File: config.mk
export PLATFORM = sky130hd
export DESIGN_NAME = bbx_exec
export DESIGN_NICKNAME = d
export VERILOG_FILES = /design/src/hw/bbx_pkg.sv /design/src/hw/bbx_bitop.sv /design/src/hw/bbx_exec.sv
export SDC_FILE = /design/constraint.sdc
export NUM_CORES = 1
export LEC_CHECK = 0
export ABC_AREA = 1
export BUFFER_PORTS_ARGS = -buffer_cell sky130_fd_sc_hd__buf_4
export CAP_MARGIN = 20
export CORE_AREA = 2 2 105 107
export CTS_BUF_LIST = sky130_fd_sc_hd__clkbuf_8
export DETAILED_ROUTE_END_ITERATION = 8
export DIE_AREA = 0 0 107 109
export PLACE_DENSITY = 0.71
export SYNTH_ARGS = -nofsm -noshare
export SYNTH_HDL_FRONTEND = slang
export SYNTH_SLANG_ARGS = --single-unit
File: constraint.sdc
create_clock -name CLOCK -period 4.3 [get_ports CLOCK]
set_input_delay 0.215 -clock CLOCK [delete_from_list [all_inputs] [get_ports CLOCK]]
set_output_delay 0.215 -clock CLOCK [all_outputs]
set_load 0.005 [all_outputs]
File: src/hw/bbx_pkg.sv
/*
  Shared types and constants of the bit, skip, branch and call
  execution block. Assumes a 15-bit program counter, a 7-bit file
  address and 8-bit file registers.
*/
package bbx_pkg;

  // ----------------------------------------------------------------
  // Widths and field positions
  // ----------------------------------------------------------------
  localparam int BBX_PC_W = 15;
  localparam int BBX_FADDR_W = 7;
  localparam int BBX_DATA_W = 8;
  localparam int BBX_BSEL_W = 3;
  localparam int BBX_OFFS_W = 9;
  localparam int BBX_TARGET_W = 11;
  localparam int BBX_LATCH_HI = 6;  // Latch bits feeding PC[14:11]
  localparam int BBX_LATCH_LO = 3;

  // ----------------------------------------------------------------
  // Reset values and increments
  // ----------------------------------------------------------------
  localparam logic [BBX_PC_W-1:0] BBX_PC_RST = 15'h0000;
  localparam logic [BBX_PC_W-1:0] BBX_PC_STEP = 15'h0001;
  localparam logic [BBX_DATA_W-1:0] BBX_DATA_RST = 8'h00;
  localparam logic [BBX_FADDR_W-1:0] BBX_FADDR_RST = 7'h00;

  // ----------------------------------------------------------------
  // Operations of this group
  // ----------------------------------------------------------------
  typedef enum logic [2:0] {
    BIT_CLEAR_OP = 3'h0,
    BIT_SET_OP = 3'h1,
    SKIP_IF_BIT_CLEAR_OP = 3'h2,
    SKIP_IF_BIT_SET_OP = 3'h3,
    RELATIVE_BRANCH_OP = 3'h4,
    ACCUMULATOR_BRANCH_OP = 3'h5,
    SUBROUTINE_CALL_OP = 3'h6,
    NO_OPERATION = 3'h7
  } bbx_op_e;

  // Decoded instruction handed over by fetch/decode
  typedef struct packed {
    bbx_op_e op;
    logic [BBX_FADDR_W-1:0] faddr;
    logic [BBX_BSEL_W-1:0] bsel;
    logic [BBX_OFFS_W-1:0] offs;
    logic [BBX_TARGET_W-1:0] target;
  } bbx_instr_s;

  // One-hot execution states
  typedef enum logic [2:0] {
    ST_IDLE = 3'h1,
    ST_EXEC = 3'h2,
    ST_SECOND = 3'h4
  } bbx_state_e;

endpackage

File: src/hw/bbx_bitop.sv
/*
  Combinational bit unit: picks one bit of a file register, and forms
  the register with that bit forced to the requested value.
  Assumes the data arrive from logic on the same clock.
*/
`timescale 1ns/1ps
module bbx_bitop #(
  parameter int DATA_W = 8,
  parameter int BSEL_W = 3
) (
  input wire logic [DATA_W-1:0] data_in,
  input wire logic [BSEL_W-1:0] bsel,
  input wire logic set_val,
  output logic bit_val,
  output logic [DATA_W-1:0] data_out
);

  // ----------------------------------------------------------------
  // Per-bit select and replace
  // ----------------------------------------------------------------
  logic [DATA_W-1:0] hit;

  // Only the selected lane changes, others pass untouched
  for (genvar i = 0; i < DATA_W; i++) begin : g_lane
    assign hit[i] = (bsel == BSEL_W'(i));
    assign data_out[i] = hit[i] ? set_val : data_in[i];
  end

  assign bit_val = |(hit & data_in);

endmodule

File: src/hw/bbx_exec.sv
/*
  Execution stage for bit clear/set, bit test and skip, relative
  branches and the absolute subroutine call.
  Assumes fetch/decode, the file memory, the program counter and the
  return stack all run on CLOCK; FILE_RDATA answers FILE_RADDR in the
  same cycle without a register.
*/
// Function
// (RULE1) Bit clear writes zero to bit 0..7 of file register 0..127.
// (RULE2) Bit set writes one to selected bit, other bits unchanged.
// (RULE3) Relative branch loads PC+1 plus signed 9-bit offset; two cycles.
// (RULE4) Accumulator branch loads PC+1 plus unsigned accumulator; two cycles.
// (RULE5) Skip-if-clear with bit zero discards next instruction; two cycles.
// (RULE6) Skip-if-clear with bit one lets next instruction run.
// (RULE7) Skip-if-set skips on one, two cycles; runs next on zero.
// (RULE8) Call pushes PC+1 on the return stack before loading PC.
// (RULE9) Call loads 11-bit target into PC[10:0].
// (RULE10) Call fills PC[14:11] from latch bits [6:3].
// (RULE11) Call completes in two instruction cycles.
// (RULE12) No operation here changes carry, digit-carry or zero flags.
`timescale 1ns/1ps
module bbx_exec (
  input wire logic CLOCK,
  input wire logic RST_N,
  input wire logic IN_VALID,
  output logic IN_READY,
  input wire bbx_pkg::bbx_instr_s IN_INSTR,
  input wire logic [bbx_pkg::BBX_PC_W-1:0] IN_PC,
  input wire logic [bbx_pkg::BBX_DATA_W-1:0] ACCUM,
  input wire logic [bbx_pkg::BBX_DATA_W-1:0] PC_HIGH_LATCH,
  output logic [bbx_pkg::BBX_FADDR_W-1:0] FILE_RADDR,
  input wire logic [bbx_pkg::BBX_DATA_W-1:0] FILE_RDATA,
  output logic FILE_WE,
  output logic [bbx_pkg::BBX_FADDR_W-1:0] FILE_WADDR,
  output logic [bbx_pkg::BBX_DATA_W-1:0] FILE_WDATA,
  output logic PC_LOAD,
  output logic [bbx_pkg::BBX_PC_W-1:0] PC_NEW,
  output logic STACK_PUSH,
  output logic [bbx_pkg::BBX_PC_W-1:0] TOP_OF_RETURN_STACK,
  output logic SKIP_NEXT,
  output logic FLAG_WE,
  output logic OP_DONE,
  output logic OP_TWO_CYCLE
);
  import bbx_pkg::*;

  // ----------------------------------------------------------------
  // State and latched instruction
  // ----------------------------------------------------------------
  bbx_state_e state_r;
  bbx_state_e state_nxt;
  bbx_instr_s instr_r;
  logic [BBX_PC_W-1:0] pc_r;
  logic [BBX_PC_W-1:0] pc_inc;
  logic [BBX_PC_W-1:0] offs_ext;
  logic [BBX_PC_W-1:0] accum_ext;
  logic take;
  logic bit_val;
  logic [BBX_DATA_W-1:0] bit_result;
  logic set_val;
  logic skip_now;
  logic two_cyc;

  logic [BBX_FADDR_W-1:0] raddr_r;
  logic we_r;
  logic [BBX_FADDR_W-1:0] waddr_r;
  logic [BBX_DATA_W-1:0] wdata_r;
  logic pc_load_r;
  logic [BBX_PC_W-1:0] pc_new_r;
  logic push_r;
  logic [BBX_PC_W-1:0] tos_r;
  logic skip_r;
  logic flag_we_r;
  logic done_r;
  logic two_r;

  // New instructions only while idle; one op in flight at a time
  assign IN_READY = (state_r == ST_IDLE);
  assign take = IN_VALID && IN_READY;

  // ----------------------------------------------------------------
  // Address arithmetic
  // ----------------------------------------------------------------
  // Fetch has already moved on, so every relative target starts at PC+1
  assign pc_inc = pc_r + BBX_PC_STEP;
  assign offs_ext = {{(BBX_PC_W-BBX_OFFS_W){instr_r.offs[BBX_OFFS_W-1]}},
                     instr_r.offs};
  assign accum_ext = {{(BBX_PC_W-BBX_DATA_W){1'b0}}, ACCUM};

  // Set lane value: one only for the bit-set operation
  assign set_val = (instr_r.op == BIT_SET_OP);

  bbx_bitop #(
    .DATA_W(BBX_DATA_W),
    .BSEL_W(BBX_BSEL_W)
  ) u_bitop (
    .data_in(FILE_RDATA),
    .bsel(instr_r.bsel),
    .set_val(set_val),
    .bit_val(bit_val),
    .data_out(bit_result)
  );

  // Skip decision for the two test operations
  always_comb begin
    skip_now = 1'b0;
    if (instr_r.op == SKIP_IF_BIT_CLEAR_OP) begin
      skip_now = !bit_val; // RULE5 RULE6
    end else if (instr_r.op == SKIP_IF_BIT_SET_OP) begin
      skip_now = bit_val; // RULE7
    end
  end

  // Ops that need a second cycle from the execute state
  always_comb begin
    case (instr_r.op)
      RELATIVE_BRANCH_OP: two_cyc = 1'b1;
      ACCUMULATOR_BRANCH_OP: two_cyc = 1'b1;
      SUBROUTINE_CALL_OP: two_cyc = 1'b1;
      default: two_cyc = skip_now;
    endcase
  end

  // ----------------------------------------------------------------
  // Sequencer
  // ----------------------------------------------------------------
  // Execute, then an extra state for branches, calls and skips
  always_comb begin
    case (state_r)
      ST_IDLE: state_nxt = take ? ST_EXEC : ST_IDLE;
      ST_EXEC: state_nxt = two_cyc ? ST_SECOND : ST_IDLE;
      ST_SECOND: state_nxt = ST_IDLE;
      default: state_nxt = ST_IDLE;
    endcase
  end

  always_ff @(posedge CLOCK) begin
    if (!RST_N) begin
      state_r <= ST_IDLE;
    end else begin
      state_r <= state_nxt;
    end
  end

  // Capture the instruction and its own address on acceptance
  always_ff @(posedge CLOCK) begin
    if (!RST_N) begin
      instr_r <= '0;
      pc_r <= BBX_PC_RST;
      raddr_r <= BBX_FADDR_RST;
    end else if (take) begin
      instr_r <= IN_INSTR;
      pc_r <= IN_PC;
      raddr_r <= IN_INSTR.faddr;
    end
  end

  // ----------------------------------------------------------------
  // File write-back
  // ----------------------------------------------------------------
  // Read-modify-write of the whole byte; only the chosen bit moves
  always_ff @(posedge CLOCK) begin
    if (!RST_N) begin
      we_r <= 1'b0;
      waddr_r <= BBX_FADDR_RST;
      wdata_r <= BBX_DATA_RST;
    end else begin
      we_r <= 1'b0;
      if (state_r == ST_EXEC &&
          (instr_r.op == BIT_CLEAR_OP || instr_r.op == BIT_SET_OP)) begin
        we_r <= 1'b1; // RULE1 RULE2
        waddr_r <= instr_r.faddr;
        wdata_r <= bit_result; // RULE1 RULE2
      end
    end
  end

  // ----------------------------------------------------------------
  // Program counter and return stack
  // ----------------------------------------------------------------
  // Call pushes in execute, loads PC one cycle later
  always_ff @(posedge CLOCK) begin
    if (!RST_N) begin
      pc_load_r <= 1'b0;
      pc_new_r <= BBX_PC_RST;
      push_r <= 1'b0;
      tos_r <= BBX_PC_RST;
    end else begin
      pc_load_r <= 1'b0;
      push_r <= 1'b0;
      if (state_r == ST_EXEC) begin
        case (instr_r.op)
          RELATIVE_BRANCH_OP: begin
            pc_load_r <= 1'b1;
            pc_new_r <= pc_inc + offs_ext; // RULE3
          end
          ACCUMULATOR_BRANCH_OP: begin
            pc_load_r <= 1'b1;
            pc_new_r <= pc_inc + accum_ext; // RULE4
          end
          SUBROUTINE_CALL_OP: begin
            push_r <= 1'b1; // RULE8
            tos_r <= pc_inc; // RULE8
          end
          default: begin
            pc_load_r <= 1'b0;
          end
        endcase
      end else if (state_r == ST_SECOND &&
                   instr_r.op == SUBROUTINE_CALL_OP) begin
        pc_load_r <= 1'b1;
        pc_new_r <= {PC_HIGH_LATCH[BBX_LATCH_HI:BBX_LATCH_LO], // RULE10
                     instr_r.target}; // RULE9
      end
    end
  end

  // ----------------------------------------------------------------
  // Skip, completion and status flags
  // ----------------------------------------------------------------
  // Skip tells fetch to replace the next instruction by a no-operation
  always_ff @(posedge CLOCK) begin
    if (!RST_N) begin
      skip_r <= 1'b0;
      done_r <= 1'b0;
      two_r <= 1'b0;
    end else begin
      skip_r <= (state_r == ST_EXEC) && skip_now; // RULE5 RULE7
      done_r <= (state_r == ST_EXEC && !two_cyc) || (state_r == ST_SECOND);
      two_r <= (state_r == ST_SECOND); // RULE3 RULE4 RULE11
    end
  end

  // Status flags are never written by this group
  always_ff @(posedge CLOCK) begin
    if (!RST_N) begin
      flag_we_r <= 1'b0;
    end else begin
      flag_we_r <= 1'b0; // RULE12
    end
  end

  assign FILE_RADDR = raddr_r;
  assign FILE_WE = we_r;
  assign FILE_WADDR = waddr_r;
  assign FILE_WDATA = wdata_r;
  assign PC_LOAD = pc_load_r;
  assign PC_NEW = pc_new_r;
  assign STACK_PUSH = push_r;
  assign TOP_OF_RETURN_STACK = tos_r;
  assign SKIP_NEXT = skip_r;
  assign FLAG_WE = flag_we_r;
  assign OP_DONE = done_r;
  assign OP_TWO_CYCLE = two_r;
endmodule

Word-level counts from Yosys, hierarchy flattened --
Index checks and enable logic that the tools add are counted.
Storage, ports and cells: register bits after elaboration 102, bits of input ports 75, output and inout bits 60
Cells by class: equality and inequality tests 17, reduce and logical (&&, ||, !) cells 18, add/subtract/negate cells 3, mux-type cells 22, bitwise operators 1
Operators by type and width (number):
- $mux 15 | 2
- $pmux 15 s2 | 1
- $eq 3x3->1 const B | 8
- $mux 1 | 16
- $add 15x1->15 const B | 1
- $add 15x15->15 | 1
- $add 15x8->15 | 1
- $eq 3x2->1 const B | 5
- $eq 3x1->1 const B | 3
- $and 8x8->8 | 1
- $reduce_or 8->1 | 1
- $logic_not 3->1 | 2
- $pmux 3 s2 | 1
- $reduce_and 2->1 | 3
- $logic_and 1x1->1 | 5
- $mux 3 | 1
- $ne 3x1->1 const B | 1
- $reduce_or 3->1 | 1
- $logic_not 1->1 | 2
- $logic_or 1x1->1 | 2
- $mux 2 | 1
- $reduce_bool 2->1 | 1
- $reduce_or 2->1 | 1

Longest topological paths before layout --
word-level depth 9, mapped depth 21, mapped depth without buffers 21

Modules after synthesis --
From an unflattened synthesis, not the netlist that was laid out.
Second synthesis, totals: cell total of the unflattened synthesis 744, area, all modules 5235.0 um^2
Modules (own cells, without submodules):
- bbx_exec | area an instance 4974.8 um^2, cells an instance 697, sequential area each 2042.0 um^2, instances 1
- bbx_bitop | area an instance 260.2 um^2, cells an instance 47, sequential area each 0.0 um^2, instances 1

Least setup slack after synthesis --
No wires, ideal clock.
kind register -> register, start register instr_r[31] (netlist bit), end register pc_new_r[12] (netlist: PC_NEW[12]), buffers on the path 1, path slack 1673 ps, required time 4165 ps, clock period less this slack 2627 ps, arrival time 2492 ps, stages on the path, launching flop included 19, path through dfxtp_1 -> inv_2 -> nand3_4 -> buf_1 -> a21oi_1 -> ha_1 -> fa_1 -> nand3_1 -> nand2_1 -> nand3_1 -> a21boi_0 -> nand2_2 -> nand3_2 -> nand3_1 -> nand2_1 -> nand2_1 -> nand3_1 -> nand3_1 -> a21oi_1
Between the ends: word-level cells in the longest chain between the ends 4, elaborated cells between the ends (all ways) 9
RTL lines:
- start, declared | RTL line bbx_exec.sv:52 | bbx_instr_s instr_r;
- start signal, assigned | RTL line bbx_exec.sv:148 | instr_r <= '0;
- start signal, assigned | RTL line bbx_exec.sv:152 | instr_r <= IN_INSTR;
- $eq 3x3->1 | RTL line bbx_exec.sv:210 | instr_r.op == SUBROUTINE_CALL_OP) begin
- $logic_and 1x1->1 | RTL line bbx_exec.sv:209 | end else if (state_r == ST_SECOND &&
- $reduce_bool 2->1 (no line)
- $reduce_and 2->1 (no line)
- end signal, assigned | RTL line bbx_exec.sv:195 | pc_new_r <= pc_inc + offs_ext;
- end signal, assigned | RTL line bbx_exec.sv:199 | pc_new_r <= pc_inc + accum_ext;
- end signal, assigned | RTL line bbx_exec.sv:212 | pc_new_r <= {PC_HIGH_LATCH[BBX_LATCH_HI:BBX_LATCH_LO],
- end, declared | RTL line bbx_exec.sv:69 | logic [BBX_PC_W-1:0] pc_new_r;
Parallel ways exist; a longest one is shown, timed or not. A chain may end at the register's enable or synchronous reset.

Worst setup path in the final report --
start register pc_r[0], end register pc_new_r[12] (netlist: PC_NEW[12])
Between the ends: word-level cells in the longest chain between the ends 4, elaborated cells between the ends (all ways) 5
RTL lines:
- start, declared | RTL line bbx_exec.sv:53 | logic [BBX_PC_W-1:0] pc_r;
- start signal, assigned | RTL line bbx_exec.sv:149 | pc_r <= BBX_PC_RST;
- start signal, assigned | RTL line bbx_exec.sv:153 | pc_r <= IN_PC;
- $add 15x1->15 * | RTL line bbx_exec.sv:85 | assign pc_inc = pc_r + BBX_PC_STEP;
- net pc_inc[0] | RTL line bbx_exec.sv:54 | logic [BBX_PC_W-1:0] pc_inc;
- $add 15x8->15 or $add 15x15->15 (tied branches) | RTL line bbx_exec.sv:199, bbx_exec.sv:195
- $pmux 15 s2 * | RTL line bbx_exec.sv:192 | case (instr_r.op)
- $mux 15 * | RTL line bbx_exec.sv:191 | if (state_r == ST_EXEC) begin
The timed path passes the listed nets; every way through them passes the cells marked *.

==> flow_summary_export.csv <==
group,metric,value,unit
final_layout,fill_cells,969,
logic_synthesis,synth_top_flop_cell,"dfxtp_1",
logic_synthesis,syn_area,5160,sq um
worst_setup_path,crit_arrival,3.22,ns
worst_setup_path,end_kind,"flip-flop",
timing,whs,0.0785,ns
global_routing,grt_max_degree,75,
routing,drt_pass1_iterations,5,
logic_synthesis,syn_area_per_cell,7.19,sq um
clocking,cts.path.max_buffers,2,
routing,antenna_left,0,
timing,finalSetupTns,0,ns
timing,fin_crit_sh,0.674,
clocking,htreeDepth,3,
logic_synthesis,async_flop_share,0,
final_layout,nets,916,
clocking,cts_resized,0,
timing,rsz0062_at_grt,"no",
final_layout,layout-drive-gt1-share,0.236,
floorplanning,start_util,0.487,
floorplanning,ioPinCount,135,
logic_synthesis,yosys.area.top_type,"dfxtp_1",
worst_setup_path,cp_max_fo,7,
clocking,post_cts_buffers,0,
logic_synthesis,yosysSeqAreaShare,0.395,
logic_synthesis,yosysTopAreaCellShare,0.395,
run_status,status,"finished, final reports clean",
clocking,tritoncts,"yes",
timing,skew,0.0134,ns
logic_synthesis,synthCells,718,
routing,wl_per_cell,14.1,um
placement,place_congestion,0.905,
placement,numPortBuffers,129,
pwr,leakage,0.00293,uW
timing,clock.fmax,345,MHz
global_routing,grt_pass1_vias,4761,
flow_run,cap_viol_max_count,0,
logic_synthesis,yosys-top-cells-count,"nand2_1, dfxtp_1, a21oi_1",
clocking,clkTransAtPathRegs,0.11,ns
worst_setup_path,cp.required,4.62,ns
worst_setup_path,critPathKind,"flip-flop to flip-flop",
final_layout,insertedDiodeCount,0,
worst_setup_path,reg2reg_depth,20,
floorplanning,rows,38,
logic_synthesis,synth.most_common_cell,"nand2_1",
pwr,peakVddDrop,0.000154,V
timing,slew_violations,0,
final_layout,multiInputGateArea,2670,sq um
logic_synthesis,ys_warn_count,0,
routing,vias,5058,
logic_synthesis,ys_types,42,
floorplanning,fp.dieW,107,um
clocking,clk_latency,0.38,ns
clocking,root_buffer,"clkbuf_8",
worst_hold_path,hp-class,"input pin to flip-flop",
floorplanning,die_y,109,um
final_layout,regArea,2040,sq um
global_routing,antenna_found_initial,0,
logic_synthesis,synth_area_leaders,"dfxtp_1, nand2_1, a21oi_1",
routing,drtIter0Drc,356,
floorplanning,die_area,11700,sq um
routing,drc,0,
placement,place_hpwl,10200,um
worst_setup_path,cp-start-kind,"flip-flop",
timing,slew_headroom,0.391,
floorplanning,core,10600,sq um
timing,worst_pin_slew,0.913,ns
final_layout,syn_to_final_growth,22.9,%
clocking,postCtsHoldBufs,0,
timing,period_minus_slack,2.90,ns
routing,vias_per_cell,5.21,
worst_hold_path,holdPathStages,3,
global_routing,grt_pass1_wl,22600,um
clocking,cts_made_buffers,9,
global_routing,gr-total-overflow,0,
timing,hold_viol,0,
logic_synthesis,syn_nets,808,
global_routing,grt.total_usage,0.245,
logic_synthesis,synth_edf_count,0,
logic_synthesis,ys_ff_latch,102,
clocking,cts_sinks,102,
pwr,power.density,304,nW/um^2
routing,wl,13700,um
timing,setup_violations,0,
worst max-delay path, stage by stage (launching register included):
cell and delay, ns:
dfxtp_1 0.43, inv_1 0.14, nor2_4 0.21, inv_1 0.08, nor2_1 0.17, inv_1 0.08
nand2_1 0.13, inv_1 0.07, ha_1 0.34, nand3_1 0.08, nand2_1 0.11, nand3_1 0.09
a21boi_0 0.28, nand2_2 0.09, nand3_2 0.08, nand3_1 0.08, nand2_1 0.07, nand2_1 0.04
nand3_1 0.07, nand3_1 0.07, a21oi_1 0.12
flip-flops by register name (all words and copies together), names as in the netlist, 3 cells and up:
| name | flops |
|---|---|
| state_r | 3 |
| FILE_WADDR | 7 |
| FILE_WDATA | 8 |
| TOP_OF_RETURN_STACK | 15 |
| pc_r | 15 |
| FILE_RADDR | 7 |
| PC_NEW | 15 |
| instr_r | 26 |
metal layers:
metal	global-route usage	vias up	wire length (um)
met5	0	-	0
met4	0.0872	0	192
met3	0.0335	17	693
met2	0.428	136	6730
met1	0.311	2320	6110
li1	-	2585	-
per-stage QoR:
step           setup slack [ns]  std cells  power [uW]   util  area, sq um
2_1_floorplan              1.67        718        1250      -         5160
3_3_place_gp               1.53        955        1370  0.581         6160
3_5_place_dp               1.47        955        1380  0.581         6160
4_1_cts                    1.42        971        1930  0.599         6350
5_1_grt                    1.16        971        2030  0.599         6350
6_report                   1.40        971        1930  0.599         6350
power by group:
part / total, uW / switching (uW) / internal [uW] / leakage (uW)
Clock: 572 / 355 / 217 / 0.0000900
Combinational: 337 / 200 / 137 / 0.00201
Sequential: 1020 / 34.3 / 985 / 0.000831
Total: 1930 / 589 / 1340 / 0.00293
layout make-up:
cell class              instances  share of cell area
inverters                      73              0.0434
clock inverters                 7             0.00966
multi-input cells             507               0.421
clock buffers                   9              0.0195
well taps                     140              0.0276
repair buffers                133               0.157
flip-flops and latches        102               0.322
path summary, 6_finish.rpt:
check / endpoint / slack (ns) / from
setup / recovery: PC_NEW[12] / 1.40 / pc_r[0]
hold / removal: instr_r[4] / 0.08 / IN_INSTR[4]
setup reg to reg: PC_NEW[12] / 1.40 / pc_r[0]
hold reg to reg: instr_r[7] / 0.46 / instr_r[7]
cell families (layout without fill, tap and decap cells):
logic type	count (synthesis)	after routing	share of synthesized area
adders and majority gates	15	15	0.0378
and+or+nand+nor	291	291	0.258
xor gates and xnor gates	9	9	0.0153
DFF	102	102	0.395
AOI/OAI and AO/OA	183	183	0.190
buffers and inverters	109	222	0.0875
muxes	8	8	0.0158
other	1	1	0.000726
cell usage in the layout, fill, tap and decap left out, types with 2 or more instances in the layout:
| cell type | Yosys | routed |
|---|---|---|
| ha_1 | 14 | 14 |
| o21ai_1 | 3 | 3 |
| nand3_2 | 6 | 6 |
| nand3_1 | 41 | 41 |
| nand4_1 | 6 | 6 |
| a21oi_1 | 91 | 91 |
| nor3_1 | 10 | 10 |
| inv_1 | 66 | 67 |
| nand2_2 | 18 | 19 |
| o211ai_1 | 6 | 6 |
| nor2_2 | 2 | 2 |
| nand2_1 | 138 | 137 |
| a21oi_2 | 3 | 3 |
| inv_2 | 6 | 6 |
| xor2_1 | 9 | 9 |
| a31oi_1 | 3 | 3 |
| clkinv_4 | 0 | 2 |
| o21ai_0 | 66 | 66 |
| mux2i_1 | 7 | 7 |
| dfxtp_1 | 102 | 102 |
| clkbuf_8 | 0 | 9 |
| nor2_1 | 61 | 61 |
| a22o_1 | 2 | 2 |
| nor2_4 | 4 | 4 |
| clkinvlp_4 | 0 | 2 |
| o21a_1 | 3 | 3 |
| buf_4 | 10 | 133 |
Power figures use the tool's default switching activity.
